--- src/inc/pcss_pkg.sv ---
package pcss_pkg;
    // ------------------------------------------------------------
    // Pin input synchroniser
    // ------------------------------------------------------------
    localparam int SYNC_STAGES = 3;          // Three flops per pin input
    // ------------------------------------------------------------
    // Timing
    // ------------------------------------------------------------
    localparam int CLK_MHZ = 25;             // Clock rate in MHz
    localparam int CARD_RESET_NS = 1000;     // Card reset pulse length
    localparam int CARD_RESET_CYC = (CARD_RESET_NS * CLK_MHZ + 999) / 1000;
    localparam int SETUP_NS = 80;            // Address setup before strobe
    localparam int SETUP_CYC = (SETUP_NS * CLK_MHZ + 999) / 1000;
    localparam int HOLD_NS = 40;             // Hold after strobe release
    localparam int HOLD_CYC = (HOLD_NS * CLK_MHZ + 999) / 1000;
    localparam int STROBE_NS = 160;          // Least strobe width
    localparam int STROBE_CYC = (STROBE_NS * CLK_MHZ + 999) / 1000;
    // Card answers one clock after the strobe, then three flops and the accept stage
    localparam int WAIT_SEE_CYC = SYNC_STAGES + 3;
    // Strobe lasts long enough for a wait from the card to reach the engine
    localparam int STROBE_LEN_CYC = (STROBE_CYC > WAIT_SEE_CYC) ? STROBE_CYC : WAIT_SEE_CYC;
    localparam int CNT_W = 8;                // Width of phase counter
    // ------------------------------------------------------------
    // Address layout
    // ------------------------------------------------------------
    localparam int UPPER_W = 3;              // Extra card address bits
    localparam int LOW_W = 23;               // Shared low address bits
    localparam int UPPER_LSB = 23;           // First extra address bit
    // ------------------------------------------------------------
    // Voltage sense codes (both lines low means 3.3 volt capable)
    // ------------------------------------------------------------
    localparam logic [1:0] VS_5V_ONLY = 2'h3;
    localparam logic [1:0] VS_LOW_OK = 2'h2;
    // ------------------------------------------------------------
    // Cycle states
    // ------------------------------------------------------------
    typedef enum logic [2:0] {
        PCSS_IDLE,
        PCSS_SETUP,
        PCSS_STROBE,
        PCSS_HOLD
    } pcss_state_e;
endpackage

--- src/rtl/pcss_socket.sv ---
`timescale 1ns/10ps
module pcss_socket #(
    parameter int RESET_CYC = pcss_pkg::CARD_RESET_CYC
) (
    input wire logic CLK,
    input wire logic SRST,
    input wire logic CE,
    // Host request side
    input wire logic REQ_VALID,
    output logic REQ_READY,
    input wire logic REQ_IO,
    input wire logic REQ_WRITE,
    input wire logic REQ_ATTR,
    input wire logic REQ_EVEN,
    input wire logic REQ_ODD,
    input wire logic [25:0] REQ_ADDR,
    output logic DONE,
    input wire logic PWR_REQ_ON,
    input wire logic PWR_REQ_VPP_VCC,
    input wire logic PWR_REQ_VPP_PGM,
    input wire logic CARD_RESET_REQ,
    // Status toward host
    output logic CARD_PRESENT,
    output logic CARD_LOW_VOLT,
    output logic POWERED,
    output logic WRITE_PROTECT,
    output logic IO_IS16,
    output logic CARD_READY,
    output logic CARD_IRQ,
    output logic BATT1_OK,
    output logic BATT2_OK,
    output logic STATUS_CHANGE,
    // Card pins
    input wire logic CARD_DETECT1_N,
    input wire logic CARD_DETECT2_N,
    input wire logic [1:0] VSENSE,
    input wire logic PROTECT_WIDTH_N,
    input wire logic READY_IRQ_N,
    input wire logic STRETCH_N,
    input wire logic BATT2_AUDIO,
    input wire logic BATT1_STATCHG_N,
    output logic SPACE_SEL_N,
    output logic SPACE_SEL_OE_N,
    output logic EVEN_EN_N,
    output logic ODD_EN_N,
    output logic MEM_RD_N,
    output logic MEM_WR_N,
    output logic IO_RD_N,
    output logic IO_WR_N,
    output logic STROBE_OE_N,
    output logic CARD_RESET,
    output logic PROG_FROM_CORE_SUPPLY,
    output logic PROG_HIGH_VOLTAGE,
    output logic SUPPLY_LOW_REQ_N,
    output logic SUPPLY_HIGH_REQ_N,
    output logic ADDR_BUF_EN_N,
    output logic DATA_BUF_EN_N,
    output logic [2:0] CARD_UPPER_ADDR
);
    // ------------------------------------------------------------
    // Pin synchronisers
    // ------------------------------------------------------------
    // Every card input arrives with no relation to our clock. Each one runs
    // through three flops, and a fourth stage takes a new level only once the
    // second and third stages agree, so a single glitch never reaches logic.
    // Cost: four edges of latency on every pin, wait included, which is why
    // the strobe phase is never shorter than that latency allows.
    // Reset fills the chain with ones, the idle level of every pin, so the
    // card looks absent and no false edge appears as reset ends.
    // All flops here serve this socket only; a second socket is a second copy
    localparam int NPIN = 9; // Number of asynchronous card inputs
    logic [NPIN-1:0] pin_raw; // Raw pin vector
    logic [NPIN-1:0] s1_r; // First stage, read only by s2_r
    logic [NPIN-1:0] s2_r; // Second stage
    logic [NPIN-1:0] s3_r; // Third stage
    logic [NPIN-1:0] pin_r; // Accepted level
    logic [NPIN-1:0] pin_nxt; // Accepted when stages two and three agree
    assign pin_raw = {CARD_DETECT1_N, CARD_DETECT2_N, VSENSE, PROTECT_WIDTH_N,
                      READY_IRQ_N, STRETCH_N, BATT2_AUDIO, BATT1_STATCHG_N};
    logic [NPIN-1:0] agree; // Stages two and three match, bit by bit
    assign agree = ~(s2_r ^ s3_r);
    // A bit moves only when the last two stages agree; otherwise it keeps its level
    assign pin_nxt = (s2_r & agree) | (pin_r & ~agree);
    // Pin shift chain; idle-high reset so a card looks absent
    always_ff @(posedge CLK) begin
        if (SRST) begin
            s1_r <= '1;
            s2_r <= '1;
            s3_r <= '1;
            pin_r <= '1;
        end else if (CE) begin
            s1_r <= pin_raw;
            s2_r <= s1_r;
            s3_r <= s2_r;
            pin_r <= pin_nxt;
        end
    end
    // Named synchronised pins
    wire cd1_n = pin_r[8];
    wire cd2_n = pin_r[7];
    wire [1:0] vs = pin_r[6:5];
    wire pw_n = pin_r[4];
    wire ri_n = pin_r[3];
    wire wait_n = pin_r[2];
    wire bvd2 = pin_r[1];
    wire bvd1 = pin_r[0];

    // ------------------------------------------------------------
    // Presence, power and status decode
    // ------------------------------------------------------------
    // Presence needs both detect pins, since they sit at opposite ends of
    // the connector and only a fully seated card grounds them both.
    // Shared status pins change meaning with the mode of the card. The mode
    // is that of the last cycle taken, so software must run one cycle in
    // the wanted mode before it trusts these outputs.
    // Limitation: no debounce beyond the synchroniser; a bouncing insert
    // may show a few short presence pulses, and power then drops each time.
    // Both detect pins must be low; a half-seated card counts as absent
    wire present = ~cd1_n & ~cd2_n;
    wire low_ok = (vs != pcss_pkg::VS_5V_ONLY);
    logic pwr_on_r; // Supply request currently applied
    logic low_sel_r; // Low voltage chosen at power up
    logic io_mode_r; // Mode of the card, latched per cycle
    assign CARD_PRESENT = present;
    assign CARD_LOW_VOLT = low_ok;
    assign POWERED = pwr_on_r;
    // Shared inputs take meaning from the mode
    assign WRITE_PROTECT = ~io_mode_r & ~pw_n;
    assign IO_IS16 = io_mode_r & ~pw_n;
    assign CARD_READY = ~io_mode_r & ~ri_n;
    assign CARD_IRQ = io_mode_r & ~ri_n;
    assign BATT2_OK = ~io_mode_r & bvd2;
    assign BATT1_OK = ~io_mode_r & bvd1;
    assign STATUS_CHANGE = io_mode_r & ~bvd1;

    // Supply requests follow the host while a card sits in the socket.
    // The voltage chosen at power up stays until power is dropped, so a
    // sense pin that flickers later can never swap the supply under load.
    // Program voltage gives way to the core supply path if both are asked,
    // which keeps the two supply switches from ever fighting.
    // Power is dropped at once when the card leaves
    wire pwr_nxt = PWR_REQ_ON & present;
    // Voltage choice is made only at power up, never while the card runs
    wire low_nxt = pwr_on_r ? low_sel_r : low_ok;
    // Power control flops
    always_ff @(posedge CLK) begin
        if (SRST) begin
            pwr_on_r <= 1'b0;
            low_sel_r <= 1'b0;
        end else if (CE) begin
            pwr_on_r <= pwr_nxt;
            low_sel_r <= low_nxt;
        end
    end
    assign SUPPLY_LOW_REQ_N = ~(pwr_on_r & low_sel_r);
    assign SUPPLY_HIGH_REQ_N = ~(pwr_on_r & ~low_sel_r);
    assign PROG_FROM_CORE_SUPPLY = pwr_on_r & PWR_REQ_VPP_VCC;
    assign PROG_HIGH_VOLTAGE = pwr_on_r & PWR_REQ_VPP_PGM & ~PWR_REQ_VPP_VCC;

    // ------------------------------------------------------------
    // Card reset
    // ------------------------------------------------------------
    // The card is held in reset for a fixed count after every power rise
    // and after each host request. No cycle is accepted while it runs.
    // A request during the pulse restarts the count from the top.
    // The reset pin is gated by power so an unpowered card is never driven.
    logic [pcss_pkg::CNT_W-1:0] rst_cnt_r; // Reset cycles left
    logic [pcss_pkg::CNT_W-1:0] rst_cnt_nxt;
    wire pwr_rise = pwr_nxt & ~pwr_on_r; // Fresh power always resets the card
    assign rst_cnt_nxt = (pwr_rise | CARD_RESET_REQ) ? RESET_CYC[pcss_pkg::CNT_W-1:0] :
                         (rst_cnt_r != '0) ? rst_cnt_r - 1'b1 : rst_cnt_r;
    // Reset pulse counter
    always_ff @(posedge CLK) begin
        if (SRST) begin
            rst_cnt_r <= '0;
        end else if (CE) begin
            rst_cnt_r <= rst_cnt_nxt;
        end
    end
    assign CARD_RESET = pwr_on_r & (rst_cnt_r != '0);

    // ------------------------------------------------------------
    // Cycle engine
    // ------------------------------------------------------------
    // One cycle runs setup, strobe and hold, each from a shared down counter.
    // Setup lets the address and enables settle before any strobe falls.
    // The strobe phase waits for the synchronised wait pin to read high; it
    // is padded to the pin latency so a card that answers one clock after
    // the strobe falls is always seen in time.
    // Hold keeps address and enables after the strobe rises.
    // Losing the card or power abandons the cycle at once; no done follows,
    // so the host must treat a missing done as a failed access.
    pcss_pkg::pcss_state_e st_r, st_nxt; // Cycle phase
    logic [pcss_pkg::CNT_W-1:0] cnt_r, cnt_nxt; // Phase counter
    logic wr_r, attr_r, even_r, odd_r; // Latched request fields
    logic [25:0] addr_r; // Latched address
    wire usable = present & pwr_on_r & (rst_cnt_r == '0);
    wire cnt_zero = (cnt_r == '0);
    wire take = REQ_VALID & REQ_READY;
    assign REQ_READY = (st_r == pcss_pkg::PCSS_IDLE) & usable;
    // Next-phase decode
    always_comb begin
        st_nxt = st_r;
        cnt_nxt = cnt_zero ? cnt_r : cnt_r - 1'b1;
        unique case (st_r)
            pcss_pkg::PCSS_IDLE: begin
                if (take) begin
                    st_nxt = pcss_pkg::PCSS_SETUP;
                    cnt_nxt = pcss_pkg::CNT_W'(pcss_pkg::SETUP_CYC - 1);
                end
            end
            pcss_pkg::PCSS_SETUP: begin
                if (cnt_zero) begin
                    st_nxt = pcss_pkg::PCSS_STROBE;
                    // Long enough for a wait from the card to pass the synchroniser
                    cnt_nxt = pcss_pkg::CNT_W'(pcss_pkg::STROBE_LEN_CYC - 1);
                end
            end
            pcss_pkg::PCSS_STROBE: begin
                // Stay while the card stretches the cycle
                if (cnt_zero & wait_n) begin
                    st_nxt = pcss_pkg::PCSS_HOLD;
                    cnt_nxt = pcss_pkg::CNT_W'(pcss_pkg::HOLD_CYC - 1);
                end
            end
            pcss_pkg::PCSS_HOLD: begin
                if (cnt_zero) begin
                    st_nxt = pcss_pkg::PCSS_IDLE;
                end
            end
            default: st_nxt = pcss_pkg::PCSS_IDLE;
        endcase
        // Card pulled mid cycle: abandon at once, strobes drop
        if (!usable) begin
            st_nxt = pcss_pkg::PCSS_IDLE;
        end
    end
    // Cycle state flops
    always_ff @(posedge CLK) begin
        if (SRST) begin
            st_r <= pcss_pkg::PCSS_IDLE;
            cnt_r <= '0;
        end else if (CE) begin
            st_r <= st_nxt;
            cnt_r <= cnt_nxt;
        end
    end
    // Request fields are held for the whole cycle, so the host may change
    // its inputs as soon as the request is taken.
    // Request capture
    always_ff @(posedge CLK) begin
        if (SRST) begin
            io_mode_r <= 1'b0;
            wr_r <= 1'b0;
            attr_r <= 1'b0;
            even_r <= 1'b0;
            odd_r <= 1'b0;
            addr_r <= '0;
        end else if (CE && take) begin
            io_mode_r <= REQ_IO;
            wr_r <= REQ_WRITE;
            attr_r <= REQ_ATTR;
            even_r <= REQ_EVEN;
            odd_r <= REQ_ODD;
            addr_r <= REQ_ADDR;
        end
    end
    // Done pulse in the cycle after the last hold cycle
    logic done_r;
    always_ff @(posedge CLK) begin
        if (SRST) begin
            done_r <= 1'b0;
        end else if (CE) begin
            done_r <= (st_r == pcss_pkg::PCSS_HOLD) & cnt_zero & usable;
        end
    end
    assign DONE = done_r;

    // ------------------------------------------------------------
    // Card pin drive
    // ------------------------------------------------------------
    // Strobes are active low and fall only in the strobe phase, which
    // keeps read and write from ever overlapping on the card.
    // Enables and the address buffer cover the whole cycle. The data
    // buffer opens for the whole of a write, so data settles before the
    // strobe, but only during the strobe of a read, so the card never
    // fights our drivers while its outputs are turning on.
    // Output enables float the shared lines when no usable card is there.
    wire busy = (st_r != pcss_pkg::PCSS_IDLE);
    wire strobe = (st_r == pcss_pkg::PCSS_STROBE);
    assign SPACE_SEL_N = io_mode_r ? 1'b0 : ~attr_r;
    assign EVEN_EN_N = ~(busy & even_r);
    assign ODD_EN_N = ~(busy & odd_r);
    assign MEM_RD_N = ~(strobe & ~io_mode_r & ~wr_r);
    assign MEM_WR_N = ~(strobe & ~io_mode_r & wr_r);
    assign IO_RD_N = ~(strobe & io_mode_r & ~wr_r);
    assign IO_WR_N = ~(strobe & io_mode_r & wr_r);
    // Tristate control lines when no usable card
    assign SPACE_SEL_OE_N = ~usable;
    assign STROBE_OE_N = ~usable;
    assign ADDR_BUF_EN_N = ~busy;
    assign DATA_BUF_EN_N = ~(busy & (wr_r | strobe));
    assign CARD_UPPER_ADDR = addr_r[pcss_pkg::UPPER_LSB +: pcss_pkg::UPPER_W];
endmodule // pcss_socket

--- config.mk ---
export PLATFORM = sky130hd
export DESIGN_NAME = pcss_socket
export DESIGN_NICKNAME = d
export VERILOG_FILES = /design/src/inc/pcss_pkg.sv /design/src/rtl/pcss_socket.sv
export SDC_FILE = /design/constraint.sdc
export NUM_CORES = 1
export LEC_CHECK = 0
export BUFFER_PORTS_ARGS = -buffer_cell sky130_fd_sc_hd__buf_2
export CORE_ASPECT_RATIO = 2
export CORE_MARGIN = 2
export CORE_UTILIZATION = 57
export CTS_BUF_LIST = sky130_fd_sc_hd__clkbuf_16
export DETAILED_ROUTE_END_ITERATION = 6
export PLACE_DENSITY = 0.89
export RECOVER_POWER = 25
export SLEW_MARGIN = 20
export SYNTH_ARGS = -nofsm -noshare
export SYNTH_HDL_FRONTEND = slang
export SYNTH_SLANG_ARGS = --single-unit
--- constraint.sdc ---
create_clock -name CLK -period 4.15 [get_ports CLK]
set_input_delay 0.415 -clock CLK [delete_from_list [all_inputs] [get_ports CLK]]
set_output_delay 0.415 -clock CLK [all_outputs]
set_load 0.01 [all_outputs]
==> summary.md, run 1 <==
| Metric | Value |
|---|---|
| Avg Cell Area, Syn | `8.93 µm²` |
| Synth Register Bits | `65` |
| Vias | `2764` |
| Worst IR Drop VDD | `0.000409 V` |
| CP Data Required Time | `4360 ps` |
| Starting DRC count in detailed routing | `84` |
| Final Power | `1.96 mW` |
| Setup TNS | `0 ps` |
| Final #Nets | `461` |
| Die Area | `6290 µm²` |
| First-pass GRT wire length | `11100 µm` |
| Yosys warns | `0` |
| Setup WS pre-CTS | `1760 ps` |
| Failing checks | `max-capacitance violations, max-slew violations` |
| Crit path time final | `2870 ps` |
| Pwr dens | `523 nW/µm²` |
| Routed WL per cell | `14.5 µm` |
| # resized after CTS | `0` |
| Antenna violations before repair | `0` |
| Max-slew violation count | `60` |
| Hold Path Origin | `BATT1_STATCHG_N` |
| Syn Inst Count | `360` |
| Root buffer cell | `clkbuf_16` |
| R2R Path Start | `cnt_r[0]` |
| Post-synth EDFFs | `0` |
| Buffer count from post-CTS setup fixing | `0` |
| Hold_ws | `285 ps` |
| Crit. End Element | `register` |
| Share of cells above drive strength 1 | `17.1%` |
| Clk Latency, worst-skew pair | `330 ps` |
| Final Hold Vio Count | `0` |
| Row Count | `38` |
| P&R area growth vs syn | `16.5%` |
| Top cell type's share of synthesized area | `40.5%` |
| DP HPWL | `4700 µm` |
| Grt total ovfl | `0` |
| CORE AREA | `5420 µm²` |
| Routability congestion estimate | `0.867` |
| WS Path Type | `input pin to register` |
| Chip width | `57.1 µm` |
| Port buffer count | `55` |
| Fin crit share | `69.3%` |
| Met2 Usage GRT | `40.4%` |
| Initial Util | `59.3%` |
| Largest net degree at the start of global routing | `64` |
| Number of global-route vias before repair | `2582` |
| Htree depth | `3` |
| Netlist cell types | `52` |
| Static Leakage | `1.56 nW` |
| Commonest register cell after synthesis | `dfxtp_1` |
| Synth area leaders | `dfxtp_1, a211o_1, a21oi_1, and2_1, ha_1` |
| Ys async rst share | `0%` |
| CP arrival | `3090 ps` |
| RSZ-0062 raised after global routing | `false` |
| Worst-Margin Slew | `2380 ps` |
| Busiest grt layer | `met2` |
| CTS Hold Buffers Added | `0` |
| Worst Hold Class | `input pin to register` |
| N_diodes | `0` |
| TritonCTS Buffers | `9` |
| DR vias/cell | `5.89` |
| Max-Cap Viols | `1` |
| Met3 Resource Use GR | `6.42%` |
| CTS tree | `done` |
| I/O pin count | `79` |
| # DRC | `0` |
| Final core occ | `69.1%` |
| CTS Sinks | `65` |
| Synthesized net count | `417` |
| Remaining antenna violation count after routing | `0` |
| Max_slew headroom | `-58.8%` |
| GR Util met1 | `23.9%` |
| Worst Skew | `5.77 ps` |
| Fmax | `348 MHz` |
| Post-Route WL | `6780 µm` |
| Crit Path Max Fanout | `59` |
| CTS max path bufs | `2` |
| Final setup margin | `1280 ps` |
| Crit path launch | `SRST` |
| Status | `finished, violations left` |
| Sequential cell area fraction in the yosys report | `40.5%` |
| Mapped Area | `3210 µm²` |
| CP Launch Type | `input pin` |
| Initial DRT Pass Iterations | `5` |
| Die Y | `110 µm` |
| GRT Total Usage | `22.8%` |
| Worst-path clk slew | `50 ps` |
| Setup violations, final | `0` |
| Post-synth top area cell | `dfxtp_1` |
-- cell type report --
class                           count  area, µm²
Multi-Input combinational cell    259       1760
Clock buffer                        9        225
Fill cell                         462       1670
Tap cell                           60       75.1
Inverter                           12       45.0
Sequential cell                    65       1300
Clock inverter                      7       55.1
Timing Repair Buffer               57        280
-- Yosys cell counts, types with 3 or more instances --
master / count
nand3_1: 5
nor4b_1: 3
nand3b_1: 3
a211o_1: 27
and2_1: 20
o21bai_1: 9
xnor2_1: 3
o21ai_0: 7
nand2_1: 12
a21oi_1: 31
nor3_1: 4
mux2i_1: 9
ha_1: 9
nor2_1: 26
xor2_1: 7
dfxtp_1: 65
o211ai_1: 8
nand2b_1: 15
nor4_1: 5
inv_1: 12
clkbuf_1: 19
a31oi_1: 3
nor2b_1: 18
-- power breakdown --
part / internal [mW] / switching (mW)
clock: 0.453 / 0.260
combinational: 0.205 / 0.266
sequential: 0.694 / 0.0809
total: 1.35 / 0.608
-- metrics by stage --
| step | cells | cell area, µm² |
|---|---|---|
| global placement | 453 | 3480 |
| global route | 469 | 3750 |
| floorplan | 360 | 3210 |
| CTS | 469 | 3760 |
| finish | 469 | 3750 |
| detailed placement | 453 | 3480 |
-- layer usage --
layer | up-vias | wire [µm]
met4 | 0 | 162
met5 | - | 0
li1 | 1389 | -
met2 | 55 | 3660
met3 | 14 | 255
met1 | 1306 | 2710
-- cell families after synthesis --
| kind of cell | count (synthesis) | synth area share [%] |
|---|---|---|
| buffers and inverters | 36 | 4.63 |
| flip-flops | 65 | 40.5 |
| XOR/XNOR | 10 | 2.72 |
| AO/OA/AOI/OAI | 101 | 21.9 |
| AND/OR/NAND/NOR | 130 | 23.9 |
| multiplexers | 9 | 2.80 |
| adder cells (fa/ha/maj) | 9 | 3.50 |
-- critical path, cell delays in order --
cell	delay [ps]
clkbuf_1	260
clkbuf_1	1730
nor2_1	290
o21ai_0	280
nand3_1	80
-- worst paths after layout --
kind	endpoint	slack (ps)	cells past startpoint
max reg2reg	cnt_r[0]	1590	10
min reg2reg	s2_r[8]	460	1
min	s1_r[0]	290	2
max	st_r[0]	1280	5
-- layout by cell type, fill, tap and decap left out, drive strengths merged, types with 3 or more instances in the layout --
cell,n
ha,9
o21ai,7
nand2b,15
xor2,7
inv,15
nand2,12
and2,20
nor4,6
o211ai,8
clkinv,3
o21bai,9
buf,51
nor2,26
nor4b,4
a31oi,3
a211o,27
nand3,5
mux2i,9
nor2b,18
clkbuf,15
a21oi,31
dfxtp,65
or4,3
nor3,4
xnor2,3
nand3b,3
Power figures use the tool's default switching activity.
==> run 2, diff against run 1 <==
CORE_UTILIZATION = 53   (was 57)
PLACE_DENSITY = 0.84   (was 0.89)
clock period = 2.7 ns   (was 4.15 ns; I/O delays follow)
==> summary.md, run 2 (same netlist as run 1, synthesis figures left out) <==
| Metric | Value |
|---|---|
| Root buffer cell | `clkbuf_16` |
| TritonCTS Buffers | `9 (unchanged)` |
| Clock share of power | `35.5% (-0.9 points)` |
| Share of cells above drive strength 1 | `17.9% (+0.80 points)` |
| Status | `finished clean` |
| Routability congestion estimate | `0.844 (-2.7%)` |
| Number of global-route vias before repair | `2608 (+1.0%)` |
| R2R Setup Slk | `260 ps (-1330 ps)` |
| Final Non-Filler Cells | `476 (+1.5%)` |
| Starting DRC count in detailed routing | `138 (+64%)` |
| Seq pwr share | `38.6% (-0.9 points)` |
| Hold Path Origin | `CARD_DETECT2_N` |
| Port buffer count | `55 (unchanged)` |
| Post-Route WL | `6930 µm (+2.2%)` |
| Antenna violations before repair | `0 (unchanged)` |
| CORE AREA | `5960 µm² (+9.9%)` |
| N_diodes | `0 (unchanged)` |
| CP Launch Type | `register` |
| CTS tree | `done` |
| Final core occ | `63.5% (-5.6 points)` |
| Highest-count cells in the layout ignoring fill and taps | `dfxtp_1, buf_2, a21oi_1, a211o_1, nor2_1` |
| CTS Hold Buffers Added | `0 (unchanged)` |
| Highest Signal Layer | `met4` |
| Initial DRT Pass Iterations | `5 (unchanged)` |
| Hold_ws | `148 ps (-137 ps)` |
| Max_slew headroom | `49.4% (+110 points)` |
| Area of the multi-input gates | `1760 µm² (unchanged)` |
| Placed instance area | `3510 µm² (+0.97%)` |
| P&R area growth vs syn | `17.7%` |
| Setup TNS | `0 ps (unchanged)` |
| # resized after CTS | `0 (unchanged)` |
| Vias | `2804 (+1.4%)` |
| Filler cell count | `529 (+15%)` |
| Fmax | `405 MHz` |
| Cells after DPL | `460 (+1.5%)` |
| DR WL met2 | `3660 µm (+0.14%)` |
| R2R Path Start | `cnt_r[1]` |
| Crit. End Element | `primary output` |
| Routed WL per cell | `14.6 µm (+0.68%)` |
| Crit Path Max Fanout | `10 (-83%)` |
| Crit path time final | `2470 ps` |
| Largest net degree at the start of global routing | `56 (-13%)` |
| Sequential Area | `1300 µm² (unchanged)` |
| Remaining antenna violation count after routing | `0 (unchanged)` |
| Initial Util | `54.0% (-5.3 points)` |
| DP HPWL | `4650 µm (-1.0%)` |
| Setup violations, final | `0 (unchanged)` |
| Worst-Margin Slew | `756 ps (-1620 ps)` |
| GRT Total Usage | `21.4% (-1.4 points)` |
| Worst Hold Class | `input pin to register` |
| Max-Cap Viols | `0 (-1)` |
| DR vias/cell | `5.89 (about the same)` |
| Row Count | `40 (+5.3%)` |
| Die Area | `6740 µm² (+7.1%)` |
| CTS max path bufs | `2 (unchanged)` |
| I/O pin count | `79 (unchanged)` |
| Final Power | `3.06 mW (+56%)` |
| Post-Route M1 WL | `2730 µm (+0.85%)` |
| WS Path Type | `register to primary output` |
| Net Switching | `0.945 mW (+56%)` |
| Buffer count from post-CTS setup fixing | `0 (unchanged)` |
| Clk Latency, worst-skew pair | `320 ps (about the same)` |
| First-pass GRT wire length | `11200 µm (+0.69%)` |
| Final #Nets | `465 (+0.87%)` |
| Grt total ovfl | `0 (unchanged)` |
| Worst hold path depth | `2 (unchanged)` |
| Static Leakage | `1.57 nW (+1.1%)` |
| # DRC | `0 (unchanged)` |
| Cell-internal power | `2.11 mW (+56%)` |
| DR WL met3 | `300 µm (+18%)` |
| Pwr dens | `809 nW/µm² (+55%)` |
| Final Instance Area | `3780 µm² (+0.97%)` |
| Setup WS pre-CTS | `312 ps (-1450 ps)` |
| Logic pwr share | `25.9% (+1.8 points)` |
| CP arrival | `2200 ps (-890 ps)` |
| Fin crit share | `91.4%` |
| Final Hold Vio Count | `0 (unchanged)` |
| RR Endpoint | `cnt_r[0]` |
| Die Y | `114 µm (+3.6%)` |
| Min-Delay Endpoint | `s1_r[7]` |
| Most common library cell in the layout ignoring fill and taps | `dfxtp_1` |
| Max-slew violation count | `0 (-100%)` |
| Sw Share | `30.9% (-0.091 points)` |
| Chip width | `59.1 µm (+3.4%)` |
| Worst IR Drop VDD | `0.000427 V (+4.3%)` |
| Worst-path clk slew | `50 ps (about the same)` |
| CTS Sinks | `65 (unchanged)` |
| Final setup margin | `231 ps (-1040 ps)` |
| RSZ-0062 raised after global routing | `false` |
| Worst Skew | `2.18 ps (-3.59 ps)` |
| Htree depth | `3 (unchanged)` |
| Reg2Reg Depth | `10 (unchanged)` |
| CP Data Required Time | `2430 ps (-1930 ps)` |
[run 2: power groups by stage]
| stage | logic (mW) | clock network, mW | registers [mW] |
|---|---|---|---|
| after detailed placement | 0.770 | 0 | 1.20 |
| after global routing | 0.888 | 1.15 | 1.19 |
| after CTS | 0.792 | 1.10 | 1.18 |
| final | 0.793 | 1.08 | 1.18 |
| after floorplan | 0.603 | 0 | 1.17 |
| after global placement | 0.735 | 0 | 1.19 |
[run 2: how the worst max path moves through the flow]
stage	endpoint	start	slack [ps]	cells after the start
4_1_cts	REQ_READY	rst_cnt_r[0]	240	6
3_5_place_dp	cnt_r[0]	cnt_r[1]	310	10
5_1_grt	cnt_r[0]	cnt_r[1]	40	10
3_3_place_gp	cnt_r[0]	cnt_r[1]	420	10
6_report	REQ_READY	rst_cnt_r[0]	230	6
2_1_floorplan	io_mode_r	st_r[0]	510	7
[run 2: metal layers]
layer	vias up	global-route usage, %
met5	-	0
met4	0	13.9
met3	23	5.76
met2	76	36.2
met1	1316	22.5
li1	1389	-
[run 2: area by class of cell]
cell class,count,area share [%]
clock inverter,7,1.42
clock buffer,9,5.95
multi-input combinational,259,46.6
timing repair buffer,61,8.30
inverter,12,1.19
sequential,65,34.4
tap,63,2.08
[run 2: worst max-delay path, cell delays in order, from the launching register on]
cell     delay (ps)
dfxtp_1         330
inv_1           100
ha_1            170
or3b_2          570
nor3_1          390
and2_1          190
buf_2           130
